==> src/hw/spd_pkg.sv <==
package spd_pkg;
    // Geometry
    localparam int unsigned REG_W    = 64;
    localparam int unsigned NUM_REGS = 8;
    localparam int unsigned IDX_W    = 3;
    localparam int unsigned HALF_W   = 32;
    localparam int unsigned MEM_BYTES = 8;

    // Operation codes from the decoder
    typedef enum logic [3:0] {
        SPD_OP_NOP     = 4'h0,
        SPD_OP_MOV64   = 4'h1, // Reg to reg, whole block
        SPD_OP_LOAD64  = 4'h2,
        SPD_OP_LOAD32  = 4'h3, // Also integer reg to SIMD
        SPD_OP_STORE64 = 4'h4,
        SPD_OP_STORE32 = 4'h5, // Also SIMD to integer reg
        SPD_OP_ADD     = 4'h6, // Wraparound add
        SPD_OP_ADDS    = 4'h7, // Saturating add at byte width only, signedness by isSigned
        SPD_OP_SUB     = 4'h8,
        SPD_OP_AND     = 4'h9,
        SPD_OP_OR      = 4'ha,
        SPD_OP_XOR     = 4'hb,
        SPD_OP_CMPEQ   = 4'hc,
        SPD_OP_CMPGT   = 4'hd,
        SPD_OP_UNPKLO  = 4'he, // Low-half interleave, 32-bit access
        SPD_OP_EMPTY   = 4'hf  // empty_simd_state
    } spd_op_t;

    typedef enum logic [1:0] {
        SPD_EL_BYTE  = 2'h0,
        SPD_EL_WORD  = 2'h1,
        SPD_EL_DWORD = 2'h2,
        SPD_EL_QWORD = 2'h3
    } spd_elem_t;

    // Tag word value meaning "all entries empty"
    localparam logic [7:0] TAG_EMPTY = 8'hff;
    localparam logic [7:0] TAG_NONE  = 8'h00;
endpackage

==> src/hw/spd_rf_if.sv <==
`timescale 1ns/1ps
// Port bundle between datapath and shared register storage
interface spd_rf_if;
    import spd_pkg::*;
    logic [IDX_W-1:0] rdIdxA;
    logic [IDX_W-1:0] rdIdxB;
    logic [REG_W-1:0] rdDataA;
    logic [REG_W-1:0] rdDataB;
    logic             wrEn;
    logic [IDX_W-1:0] wrIdx;
    logic [REG_W-1:0] wrData;
    modport store (input rdIdxA, rdIdxB, wrEn, wrIdx, wrData,
                   output rdDataA, rdDataB);
    modport user  (output rdIdxA, rdIdxB, wrEn, wrIdx, wrData,
                   input rdDataA, rdDataB);
endinterface

==> src/hw/spd_regfile.sv <==
`timescale 1ns/1ps
// Eight 64-bit entries, one storage for both SIMD and FP views
module spd_regfile
    import spd_pkg::*;
(
    // Clock and reset
    input  wire logic  clk,
    input  wire logic  rst_n,
    // Datapath side
    spd_rf_if.store    rf
);
    logic [REG_W-1:0] mem [NUM_REGS];

    // Single array, so a write through either view shows in both
    always_ff @(posedge clk or negedge rst_n) begin
        if (!rst_n) begin
            for (int i = 0; i < NUM_REGS; i++) begin
                mem[i] <= '0;
            end
        end else if (rf.wrEn) begin
            mem[rf.wrIdx] <= rf.wrData;
        end
    end

    // Registered read ports
    always_ff @(posedge clk or negedge rst_n) begin
        if (!rst_n) begin
            rf.rdDataA <= '0;
            rf.rdDataB <= '0;
        end else begin
            rf.rdDataA <= mem[rf.rdIdxA];
            rf.rdDataB <= mem[rf.rdIdxB];
        end
    end
endmodule

==> src/hw/spd_datapath.sv <==
`timescale 1ns/1ps
// Notes on behaviour
// - Eight 64-bit registers, selected by instruction field
// - Registers are data only, never addresses
// - Storage shared with floating-point stack entries
// - Byte n sits at bits 8n..8n+7
// - Four words, lowest at bits 0..15
// - Two doublewords, low at bits 0..31
// - Whole 64-bit transfers, elementwise parallel arithmetic
// - Signed and unsigned element interpretation supported
// - Signed byte add writes eight byte results
// - Stores are little-endian, low element first
// - 64-bit access for moves, arithmetic, logic
// - 32-bit access for 32-bit transfers, unpacks
// - Decoder recognises all instruction groups plus empty
// - Element width comes from instruction, not register
// - No new mode or extra visible state
module spd_datapath
    import spd_pkg::*;
(
    // Clock and reset
    input  wire logic                      clk,
    input  wire logic                      rst_n,
    // Issue from decoder
    input  wire logic                      issueValid,
    input  wire spd_op_t                   issueOp,
    input  wire spd_elem_t                 issueElem,
    input  wire logic                      isSigned,
    input  wire logic [IDX_W-1:0]          dstIdx,
    input  wire logic [IDX_W-1:0]          srcIdx,
    input  wire logic                      srcIsMem,
    // Load data from load/store unit or integer register
    input  wire logic [REG_W-1:0]          loadData,
    // FP view of the shared storage
    input  wire logic                      fpWrEn,
    input  wire logic [IDX_W-1:0]          fpWrIdx,
    input  wire logic [REG_W-1:0]          fpWrData,
    input  wire logic [IDX_W-1:0]          fpRdIdx,
    // Results
    output logic                           doneValid,
    output logic [REG_W-1:0]               storeData,
    output logic [MEM_BYTES-1:0]           storeByteEn,
    output logic [MEM_BYTES*8-1:0]         storeBytes,
    output logic                           storeValid,
    output logic [REG_W-1:0]               fpRdData,
    output logic [7:0]                     fpTagWord
);
    spd_rf_if rf ();

    spd_regfile u_rf (
        .clk   (clk),
        .rst_n (rst_n),
        .rf    (rf)
    );

    typedef enum logic [1:0] {
        SPD_ST_IDLE  = 2'b00,
        SPD_ST_EXEC  = 2'b01
    } spd_state_t;

    spd_state_t       state_r;
    spd_op_t          op_r;
    spd_elem_t        elem_r;
    logic             signed_r;
    logic [IDX_W-1:0] dst_r;
    logic             srcMem_r;
    logic [REG_W-1:0] load_r;
    logic             fpPend_r;
    logic [7:0]       tag_r;
    logic [REG_W-1:0] result;
    logic             wrRes;

    // Lane add with carry cut at every element edge; sub via invert
    function automatic logic [REG_W-1:0] lane_add(
        input logic [REG_W-1:0] a,
        input logic [REG_W-1:0] b,
        input spd_elem_t el,
        input logic sat,
        input logic sgn,
        input logic sub);
        logic [REG_W-1:0] r;
        logic [8:0]       s;
        logic [7:0]       bb;
        logic             cin;
        logic             ovf;
        r = '0;
        cin = sub;
        for (int i = 0; i < MEM_BYTES; i++) begin
            bb = sub ? ~b[8*i +: 8] : b[8*i +: 8];
            // Carry restarts at each lane edge
            if (el == SPD_EL_BYTE || (el == SPD_EL_WORD && i % 2 == 0) ||
                (el == SPD_EL_DWORD && i % 4 == 0) || i == 0) begin
                cin = sub;
            end
            s = {1'b0, a[8*i +: 8]} + {1'b0, bb} + {8'h00, cin};
            r[8*i +: 8] = s[7:0];
            cin = s[8];
            // Saturation for bytes only, at lane top
            if (sat && el == SPD_EL_BYTE) begin
                ovf = sgn ? ((a[8*i+7] == bb[7]) && (s[7] != a[8*i+7]))
                          : (s[8] != sub);
                if (ovf) begin
                    if (sgn) begin
                        r[8*i +: 8] = a[8*i+7] ? 8'h80 : 8'h7f;
                    end else begin
                        r[8*i +: 8] = sub ? 8'h00 : 8'hff;
                    end
                end
            end
        end
        return r;
    endfunction

    // Lanewise compare, mask of ones on true
    function automatic logic [REG_W-1:0] lane_cmp(
        input logic [REG_W-1:0] a,
        input logic [REG_W-1:0] b,
        input spd_elem_t el,
        input logic gt);
        logic [REG_W-1:0] r;
        r = '0;
        unique case (el)
            SPD_EL_BYTE: for (int i = 0; i < 8; i++)
                r[8*i +: 8] = (gt ? ($signed(a[8*i +: 8]) >
                    $signed(b[8*i +: 8])) : (a[8*i +: 8] == b[8*i +: 8]))
                    ? 8'hff : 8'h00;
            SPD_EL_WORD: for (int i = 0; i < 4; i++)
                r[16*i +: 16] = (gt ? ($signed(a[16*i +: 16]) >
                    $signed(b[16*i +: 16])) : (a[16*i +: 16] ==
                    b[16*i +: 16])) ? 16'hffff : 16'h0000;
            SPD_EL_DWORD: for (int i = 0; i < 2; i++)
                r[32*i +: 32] = (gt ? ($signed(a[32*i +: 32]) >
                    $signed(b[32*i +: 32])) : (a[32*i +: 32] ==
                    b[32*i +: 32])) ? 32'hffffffff : 32'h00000000;
            SPD_EL_QWORD: r = (a == b) ? '1 : '0;
        endcase
        return r;
    endfunction

    // Read ports: SIMD dst/src, or FP view when no issue pending
    always_comb begin
        rf.rdIdxA = issueValid ? dstIdx : fpRdIdx;
        rf.rdIdxB = srcIdx;
    end

    // Issue capture; operands come out of storage one cycle later
    always_ff @(posedge clk or negedge rst_n) begin
        if (!rst_n) begin
            state_r  <= SPD_ST_IDLE;
            op_r     <= SPD_OP_NOP;
            elem_r   <= SPD_EL_BYTE;
            signed_r <= 1'b0;
            dst_r    <= '0;
            srcMem_r <= 1'b0;
            load_r   <= '0;
            fpPend_r <= 1'b0;
        end else begin
            state_r  <= issueValid ? SPD_ST_EXEC : SPD_ST_IDLE;
            op_r     <= issueOp;
            elem_r   <= issueElem;
            signed_r <= isSigned;
            dst_r    <= dstIdx;
            srcMem_r <= srcIsMem;
            load_r   <= loadData;
            fpPend_r <= !issueValid;
        end
    end

    // Element datapath; source may be memory data, never an address
    always_comb begin
        logic [REG_W-1:0] a;
        logic [REG_W-1:0] b;
        a = rf.rdDataA;
        b = srcMem_r ? load_r : rf.rdDataB;
        result = a;
        wrRes = 1'b0;
        if (state_r == SPD_ST_EXEC) begin
            wrRes = 1'b1;
            unique case (op_r)
                SPD_OP_MOV64, SPD_OP_LOAD64: result = b;
                SPD_OP_LOAD32: result = {{HALF_W{1'b0}},
                    b[HALF_W-1:0]};
                SPD_OP_ADD:  result = lane_add(a, b, elem_r, 1'b0,
                    signed_r, 1'b0);
                SPD_OP_ADDS: result = lane_add(a, b, elem_r, 1'b1,
                    signed_r, 1'b0);
                SPD_OP_SUB:  result = lane_add(a, b, elem_r, 1'b0,
                    signed_r, 1'b1);
                SPD_OP_AND:  result = a & b;
                SPD_OP_OR:   result = a | b;
                SPD_OP_XOR:  result = a ^ b;
                SPD_OP_CMPEQ: result = lane_cmp(a, b, elem_r, 1'b0);
                SPD_OP_CMPGT: result = lane_cmp(a, b, elem_r, 1'b1);
                SPD_OP_UNPKLO: result = {b[31:24], a[31:24], b[23:16],
                    a[23:16], b[15:8], a[15:8], b[7:0], a[7:0]};
                SPD_OP_NOP, SPD_OP_STORE64, SPD_OP_STORE32,
                SPD_OP_EMPTY: wrRes = 1'b0;
            endcase
        end
    end

    // Single write port: SIMD result has priority over FP write
    always_comb begin
        rf.wrEn   = wrRes || fpWrEn;
        rf.wrIdx  = wrRes ? dst_r : fpWrIdx;
        rf.wrData = wrRes ? result : fpWrData;
    end

    // Store path, little-endian byte image, low element first
    always_ff @(posedge clk or negedge rst_n) begin
        if (!rst_n) begin
            storeValid  <= 1'b0;
            storeData   <= '0;
            storeBytes  <= '0;
            storeByteEn <= '0;
        end else begin
            storeValid <= (state_r == SPD_ST_EXEC) &&
                (op_r == SPD_OP_STORE64 || op_r == SPD_OP_STORE32);
            storeData  <= rf.rdDataA;
            for (int i = 0; i < MEM_BYTES; i++) begin
                storeBytes[8*i +: 8] <= rf.rdDataA[8*i +: 8];
            end
            storeByteEn <= (op_r == SPD_OP_STORE32) ? 8'h0f : 8'hff;
        end
    end

    // Completion and FP-view read-out
    always_ff @(posedge clk or negedge rst_n) begin
        if (!rst_n) begin
            doneValid <= 1'b0;
            fpRdData  <= '0;
        end else begin
            doneValid <= (state_r == SPD_ST_EXEC);
            if (fpPend_r) begin
                fpRdData <= rf.rdDataA;
            end
        end
    end

    // Only the shared tag word; no private mode bit exists
    always_ff @(posedge clk or negedge rst_n) begin
        if (!rst_n) begin
            fpTagWord <= TAG_EMPTY;
        end else if (state_r == SPD_ST_EXEC) begin
            fpTagWord <= (op_r == SPD_OP_EMPTY) ? TAG_EMPTY
                                                : TAG_NONE;
        end
    end

    // Byte add: lanes 1 and 4 must not see the carry of the lane below
    a_lane_isolate: assert property (
        @(posedge clk) disable iff (!rst_n)
        (state_r == SPD_ST_EXEC && op_r == SPD_OP_ADD &&
         elem_r == SPD_EL_BYTE && !srcMem_r)
        |-> rf.wrData[15:8] == 8'(rf.rdDataA[15:8] + rf.rdDataB[15:8])
        && rf.wrData[39:32] == 8'(rf.rdDataA[39:32] + rf.rdDataB[39:32]))
        else $error("byte lane carry check");

    a_empty_tags: assert property (
        @(posedge clk) disable iff (!rst_n)
        (state_r == SPD_ST_EXEC && op_r == SPD_OP_EMPTY)
        |=> fpTagWord == TAG_EMPTY)
        else $error("empty did not mark all tags");

    a_store_pulse: assert property (
        @(posedge clk) disable iff (!rst_n)
        (issueValid && issueOp == SPD_OP_STORE64) |-> ##2 storeValid
        ##0 storeByteEn == 8'hff)
        else $error("store64 not full width");

    a_store_half: assert property (
        @(posedge clk) disable iff (!rst_n)
        (issueValid && issueOp == SPD_OP_STORE32) |-> ##2
        storeByteEn == 8'h0f)
        else $error("store32 byte enable wrong");

    a_done_lat: assert property (
        @(posedge clk) disable iff (!rst_n)
        issueValid |-> ##2 doneValid)
        else $error("completion latency wrong");

    a_store_le: assert property (
        @(posedge clk) disable iff (!rst_n)
        storeValid |-> storeBytes[7:0] == storeData[7:0])
        else $error("store byte order wrong");

    a_mov_write: assert property (
        @(posedge clk) disable iff (!rst_n)
        (state_r == SPD_ST_EXEC && op_r == SPD_OP_MOV64)
        |-> rf.wrEn && rf.wrIdx == dst_r)
        else $error("move did not write dst");

    a_no_mem_write: assert property (
        @(posedge clk) disable iff (!rst_n)
        (state_r == SPD_ST_EXEC && op_r == SPD_OP_STORE64)
        |-> !wrRes)
        else $error("store wrote register");
endmodule

==> config.mk <==
export PLATFORM = sky130hd
export DESIGN_NAME = spd_datapath
export DESIGN_NICKNAME = d
export VERILOG_FILES = /design/src/hw/spd_pkg.sv /design/src/hw/spd_rf_if.sv /design/src/hw/spd_regfile.sv /design/src/hw/spd_datapath.sv
export SDC_FILE = /design/constraint.sdc
export NUM_CORES = 2
export LEC_CHECK = 0
export BUFFER_PORTS_ARGS = -buffer_cell sky130_fd_sc_hd__buf_2
export CAP_MARGIN = 5
export CORE_MARGIN = 2
export CORE_UTILIZATION = 49
export CTS_CLUSTER_SIZE = 40
export DETAILED_ROUTE_END_ITERATION = 8
export HOLD_SLACK_MARGIN = 0.15
export MAX_ROUTING_LAYER = met4
export PLACE_DENSITY = 0.64
export REMOVE_ABC_BUFFERS = 1
export SYNTH_ARGS = -nofsm -noshare
export SYNTH_HDL_FRONTEND = slang
export SYNTH_SLANG_ARGS = --single-unit
==> constraint.sdc <==
create_clock -name clk -period 34.5 [get_ports clk]
set_input_delay 6.9 -clock clk [delete_from_list [all_inputs] [get_ports clk]]
set_output_delay 6.9 -clock clk [all_outputs]
set_load 0.05 [all_outputs]
# Yosys cells after proc, flatten, opt, wreduce, memory -nomap -nowiden
# Cells that the tools add are included.
[op_classes]
n_reduce_logical = 19
n_mul = 0
n_bitwise = 14
n_mux = 160
n_addsub = 40
order_cmp = 18
n_div = 0
eq_ne = 50
n_shift = 0
[ops]
columns = ["cell", "n"]
rows = [
  ["one-hot mux 64 bit (11 select lines)", 1],
  ["two-way mux 64 bit", 9],
  ["bitwise mux 512 bit", 1],
  ["one-hot mux 64 bit (4 select lines)", 2],
  ["two-way mux 8 bit", 50],
  ["binary-select mux 64 bit (select 3 bit)", 2],
  ["adder 9 x 1 -> 9 bit", 22],
  ["demux 64 bit (select 3 bit)", 1],
  ["adder 8 x 8 -> 9 bit", 15],
  ["two-way mux 16 bit", 8],
  ["two-way mux 32 bit", 4],
  ["two-way mux 1 bit", 80],
  ["AND 64 bit", 1],
  ["equality test 16 bit", 4],
  ["equality test 32 bit", 2],
  ["equality test 64 bit", 1],
  ["equality test 8 bit", 8],
  ["> comparator 16 bit", 4],
  ["> comparator 32 bit", 2],
  ["> comparator 8 bit", 8],
  ["NOT 8 bit", 8],
  ["OR 64 bit", 1],
  ["XOR 64 bit", 1],
  ["equality test 4 bit (second input constant)", 8],
  ["other kinds (21)", 58],
]
[word_totals]
memories = 0
output_inout_bits = 210
wordCells = 325
reg_bits = 863
ramBits = 0
latch_bits = 0
rom_bits = 0
in_bits = 152

# Logic depth before layout (Yosys ltp)
[depth]
ltp_word = 41
mapped_depth = 71
ltp_nobuf = 68

# Modules after synthesis
# A second synthesis with hierarchy kept.
[hier_totals]
hier_cells = 4044
hier_area_um2 = 50707.4
[modules_own_cells]
columns = ["mod", "area_per_inst_um2", "seq_area_each_um2", "cells_per_inst", "instances"]
rows = [
  ["spd_regfile", 29822.4, 16015.4, 1669, 1],
  ["spd_datapath", 20885.0, 5256.3, 2375, 1],
]

# Least setup slack after synthesis
# OpenSTA, ideal clock, no wires.
[synth_timing]
path_type = "register to register"
from = "register srcMem_r"
to = "register u_rf.mem[126] in the netlist's numbering"
arrival_time_ns = 13.560
setup_slack_ns = 20.789
n_path_buf = 3
period_less_slack_ns = 13.711
required_ns = 34.349
setup_ns = 0.151
path_stages_with_launch = 70
cell_sequence = "dfrtp_1 clkbuf_1 buf_1 clkbuf_1 mux2i_1 inv_1 ha_1 fa_1 a21oi_1 o21bai_1 a21oi_1 nor2_1 or4_1 and3_1 ha_1 ha_1 nand2_1 a211o_1 [34 not listed] ha_1 ha_1 o211ai_1 or4_1 nor4b_4 nand2_1 o21ai_0 nand2b_1 a31oi_1 ha_1 o2111ai_1 or4_1 nor4b_2 xnor2_1 nor2b_1 a211oi_2 o32ai_1 o21ai_0"
[synth_via]
elab_chain_cells = 40
word_cells_on_any_way = 141
classes_between = "40 x add/sub; 3 x order compare; 6 x eq/ne; 80 x mux; 11 x bitwise; 1 x reduce/logical"
[synth_lines]
columns = ["element", "line_no", "source"]
rows = [
  ["start: declaration", "spd_datapath.sv:66", "logic srcMem_r;"],
  ["start signal: assignment", "spd_datapath.sv:163", "srcMem_r <= srcIsMem;"],
  ["two-way mux 64 bit *", "spd_datapath.sv:174", "b = srcMem_r ? load_r : rf.rdDataB;"],
  ["adder 8 x 8 -> 9 bit", "spd_datapath.sv:95", "s = {1'b0, a[8*i +: 8]} + {1'b0, bb} + {8'h00, cin};"],
  ["adder 9 x 1 -> 9 bit", "spd_datapath.sv:95", ""],
  ["two-way mux 1 bit", "spd_datapath.sv:91", "if (el == SPD_EL_BYTE || (el == SPD_EL_WORD && i % 2 == 0) ||"],
  ["two-way mux 1 bit", "spd_datapath.sv:179", "unique case (op_r)"],
  ["two-way mux 1 bit", "spd_datapath.sv:177", "if (state_r == SPD_ST_EXEC) begin"],
  ["adder 9 x 1 -> 9 bit", "spd_datapath.sv:95", ""],
  ["two-way mux 1 bit", "spd_datapath.sv:91", ""],
  ["[24 not listed]", "n/a", ""],
  ["logical AND 1 bit", "spd_datapath.sv:100", "ovf = sgn ? ((a[8*i+7] == bb[7]) && (s[7] != a[8*i+7]))"],
  ["two-way mux 1 bit", "spd_datapath.sv:100", ""],
  ["two-way mux 8 bit", "spd_datapath.sv:102", "if (ovf) begin"],
  ["two-way mux 8 bit", "spd_datapath.sv:99", "if (sat && el == SPD_EL_BYTE) begin"],
  ["one-hot mux 64 bit (11 select lines) *", "spd_datapath.sv:179", ""],
  ["two-way mux 64 bit *", "spd_datapath.sv:177", ""],
  ["two-way mux 64 bit *", "spd_datapath.sv:206", "rf.wrData = wrRes ? result : fpWrData;"],
  ["bitwise mux 512 bit *", "spd_regfile.sv:21", "mem[rf.wrIdx] <= rf.wrData;"],
  ["end signal: indexed assignment", "spd_regfile.sv:21", ""],
  ["end: declaration", "spd_regfile.sv:12", "logic [REG_W-1:0] mem [NUM_REGS];"],
]
# Every way passes the cells marked *; elsewhere a longest branch is shown, timed or not. The select of a mux whose other input is x is not followed.
# A chain may end at the register's enable or synchronous reset.

# Worst setup path in the final report
# Same ends and word-level chain as after synthesis.

==> metrics.cfg <==
[outcome]
run_status=finished, final reports clean

[setup_path]
critical_path.startpoint_type=register
reg2reg_to=u_rf.mem[126]
cp_class=reg2reg
critical_path.most_common_cell=sky130_fd_sc_hd__ha_1
r2r_setup_slack_ns=18.65
endpoint=u_rf.mem[126]
critPathCaptureType=register
timing.critical_path.fanout_max=24
crit_arrival_ns=16.38
critical_path.reg2reg.startpoint=srcMem_r
startpoint=srcMem_r
critical-path-max-stage-delay_ns=0.98
critPathSlowestCell=sky130_fd_sc_hd__o32ai_1
worstPathRequired_ns=35.03
reg2regPathDepth=64

[routing]
drt_iter0_drc=4493
drtPass1Iterations=6
remaining_drc_errors=0
routed_wl_mm=172
viasPerCell=6.38
wire_per_inst_um=28.0
antenna_left=0
detailroute.via_count=39153

[global_routing]
grt_antenna_before_repair=5
grt_start_max_net_pins=166
first_pass_grt_wire_length_mm=255
globalRouteTotalUtil_pct=33.1
first_global_vias=38554
grt.overflow.total=0

[pwr]
static-leakage-power_nw=24.8
net-switching-power_w=0.00242
power_frac_clock_pct=18.9
maximum_ir_drop_on_the_vdd_rail_v=0.0000798
power.switching_fraction_pct=44.1
internal-power_w=0.00307
power_frac_comb_pct=49.0
power.density_cell_area_nw_per_um2=96.8
power.sequential.fraction_pct=32.1

[yosys]
synth.yosys.seq_area_share_pct=41.9
yosys_warnings=0
synth-seq-cells=850
synth_area_per_cell_um2=11.3
yosys-top-cells-area=sky130_fd_sc_hd__dfrtp_1 42%, sky130_fd_sc_hd__mux4_2 11%, sky130_fd_sc_hd__mux2_2 9.3%, sky130_fd_sc_hd__ha_1 6.4%, sky130_fd_sc_hd__nand2_1 3.2%
post_synth_edffs=0
synth-main-ff-cell=sky130_fd_sc_hd__dfrtp_1
synthesis.area_um2=50700
synth.lib_cells_used.distinct=103
synthArstFlopShare_pct=100
gate_count_after_technology_mapping=4471
yosysTopAreaCell=sky130_fd_sc_hd__dfrtp_1
post-synth-top-area-fraction_pct=41.9

[sta]
timing.clock.skew_ns=0.0400
rsz0062_at_grt=no
maxSlewViolCount=0
fin_crit_ns=15.85
max_freq_ghz=0.0631
min_period_over_period_pct=45.9
tightest_slew_ns=1.23
report.final.hold_viol_count=0
setup_viol=0
final.setup.tns_ns=0
slew-limit-headroom_pct=17.4

[cells_and_area]
syn_to_final_growth_pct=11.9
postLayoutCellArea_um2=56700
layout.filler_cells=8934
design.final.nets=5109
layout_commonest_cell=sky130_fd_sc_hd__dfrtp_1
drive_above_1_share_pct=28.8
mostFrequentLayoutCells=847 x sky130_fd_sc_hd__dfrtp_1, 420 x sky130_fd_sc_hd__mux2_2, 420 x sky130_fd_sc_hd__nand2_1

[clock_network]
clk_path_buf_depth=3
clock_tree.htree_level_count=3
cts_post_setup_buffers_inserted=0
cts_hold_buf=0
cts.sink_count=850
clock_transition_at_path_regs_ns=0.07
root_buffer=sky130_fd_sc_hd__clkbuf_16
cts_buffers=92
clock_tree_from_tritoncts=built
clk-insertion-delay-late_ns=0.71
cts_repair_resize_count=0

[placed_design]
dpl.hpwl_mm=119
gp_routability_congestion=1.04
post_dp_cell_area_um2=53500
port-buffer-count=361

[job]
max_cap_violations=0

[die]
io-pin-count=362
design.core.area_um2=103000
initial_core_util_pct=49.2
design.die.area_um2=106000
chip_height_um=326
die_width_um=326
std_cell_rows=118

[worst_hold_path]
hold_path.class=reg2reg
holdCritStartpoint=u_rf.rf.rdDataA[0]

==> stage by stage <==
stage / total power [W] / hold WS [ns] / util [%] / worst slack (ns) / std cells
floorplan: 0.00363 / 0.395 / - / 14.84 / 4137
global placement: 0.00438 / 0.440 / 52.0 / 19.49 / 5959
detailed placement: 0.00441 / 0.446 / 52.0 / 19.16 / 5959
CTS: 0.00547 / 0.460 / 55.0 / 19.05 / 6132
global route: 0.00580 / 0.471 / 55.0 / 17.58 / 6133
finish: 0.00549 / 0.462 / 55.1 / 18.65 / 6136
==> routing by layer <==
| layer | share of wire (%) | wire length (um) | global-route usage (%) | vias to the layer above |
|---|---|---|---|---|
| met1 | 41 | 71100 | 44.7 | 20001 |
| met3 | 8.0 | 13800 | 5.35 | 374 |
| met2 | 46 | 79600 | 50.6 | 1899 |
| li1 | - | - | - | 16879 |
| met4 | 4.2 | 7180 | 12.2 | 0 |
| met5 | 0 | 0 | - | - |
==> state kept, by name, indices dropped and copies added, names as in the netlist, 2 cells and up <==
name / cells
u_rf.rf.rdDataA: 64
storeByteEn: 2
op_r: 4
storeBytes: 64
u_rf.mem: 512
elem_r: 2
fpRdData: 64
dst_r: 3
u_rf.rf.rdDataB: 64
load_r: 64
==> how the worst min path moves through the flow <==
stage / endpoint / cells past startpoint / slack (ns)
2_1_floorplan: storeBytes[0] / 0 / 0.39
3_3_place_gp: storeBytes[0] / 0 / 0.44
3_5_place_dp: storeBytes[0] / 0 / 0.45
4_1_cts: storeBytes[0] / 0 / 0.46
5_1_grt: storeBytes[0] / 0 / 0.47
6_report: storeBytes[0] / 0 / 0.46
==> area by class of cell <==
type                            instances  area, um^2  area share (%)
Multi-Input combinational cell       3087       27300            48.2
Clock buffer                          142        2790            4.92
Tap cell                             1380        1730            3.04
Sequential cell                       850       21300            37.5
Timing Repair Buffer                  442        2470            4.35
Clock inverter                         31         387           0.681
Antenna cell                            4        10.0          0.0176
Inverter                              200         751            1.32
==> synth_stat cells (19+ instances only) <==
cell	count
sky130_fd_sc_hd__xnor2_1	74
sky130_fd_sc_hd__nand2_1	427
sky130_fd_sc_hd__inv_1	200
sky130_fd_sc_hd__a221oi_1	47
sky130_fd_sc_hd__mux2_2	420
sky130_fd_sc_hd__nand2b_1	23
sky130_fd_sc_hd__o22ai_1	50
sky130_fd_sc_hd__a211oi_1	28
sky130_fd_sc_hd__and3_1	20
sky130_fd_sc_hd__nand3_1	40
sky130_fd_sc_hd__o31ai_1	75
sky130_fd_sc_hd__o21bai_1	19
sky130_fd_sc_hd__nor4_1	31
sky130_fd_sc_hd__clkbuf_1	203
sky130_fd_sc_hd__dfrtp_1	849
sky130_fd_sc_hd__mux4_2	256
sky130_fd_sc_hd__a22oi_1	29
sky130_fd_sc_hd__a31oi_1	42
sky130_fd_sc_hd__o211ai_1	29
sky130_fd_sc_hd__nor3_1	38
sky130_fd_sc_hd__xor2_1	38
sky130_fd_sc_hd__a21o_1	25
sky130_fd_sc_hd__o221ai_1	23
sky130_fd_sc_hd__buf_4	77
sky130_fd_sc_hd__ha_1	261
sky130_fd_sc_hd__fa_1	23
sky130_fd_sc_hd__nor2_1	211
sky130_fd_sc_hd__nor2b_1	20
sky130_fd_sc_hd__mux2i_1	58
sky130_fd_sc_hd__buf_1	43
sky130_fd_sc_hd__a21oi_1	147
sky130_fd_sc_hd__o21ai_0	314
==> logic make-up after synthesis <==
logic type,synth area share (%)
compound gates,13.8
simple gates,8.40
flops,41.9
mux,21.8
buf+inv,4.56
fa+ha+maj,7.35
xor+xnor,2.10
other cells,0.00739
==> worst max-delay path, delay by kind of cell, from the launching register on <==
kind | cells | cell delay, ns
xor+xnor | 4 | 0.76
flops | 1 | 0.55
mux | 2 | 0.66
compound gates | 12 | 3.41
simple gates | 31 | 6.87
buf+inv | 1 | 0.49
fa+ha+maj | 14 | 2.90
==> power by group through the flow <==
stage,clock (W),combinational [W],sequential (W)
6_report,0.00104,0.00269,0.00176
5_1_grt,0.00110,0.00289,0.00181
4_1_cts,0.00106,0.00267,0.00175
3_5_place_dp,0,0.00265,0.00177
3_3_place_gp,0,0.00264,0.00174
2_1_floorplan,0,0.00162,0.00201
No activity file was read; power rests on OpenSTA's default activity.
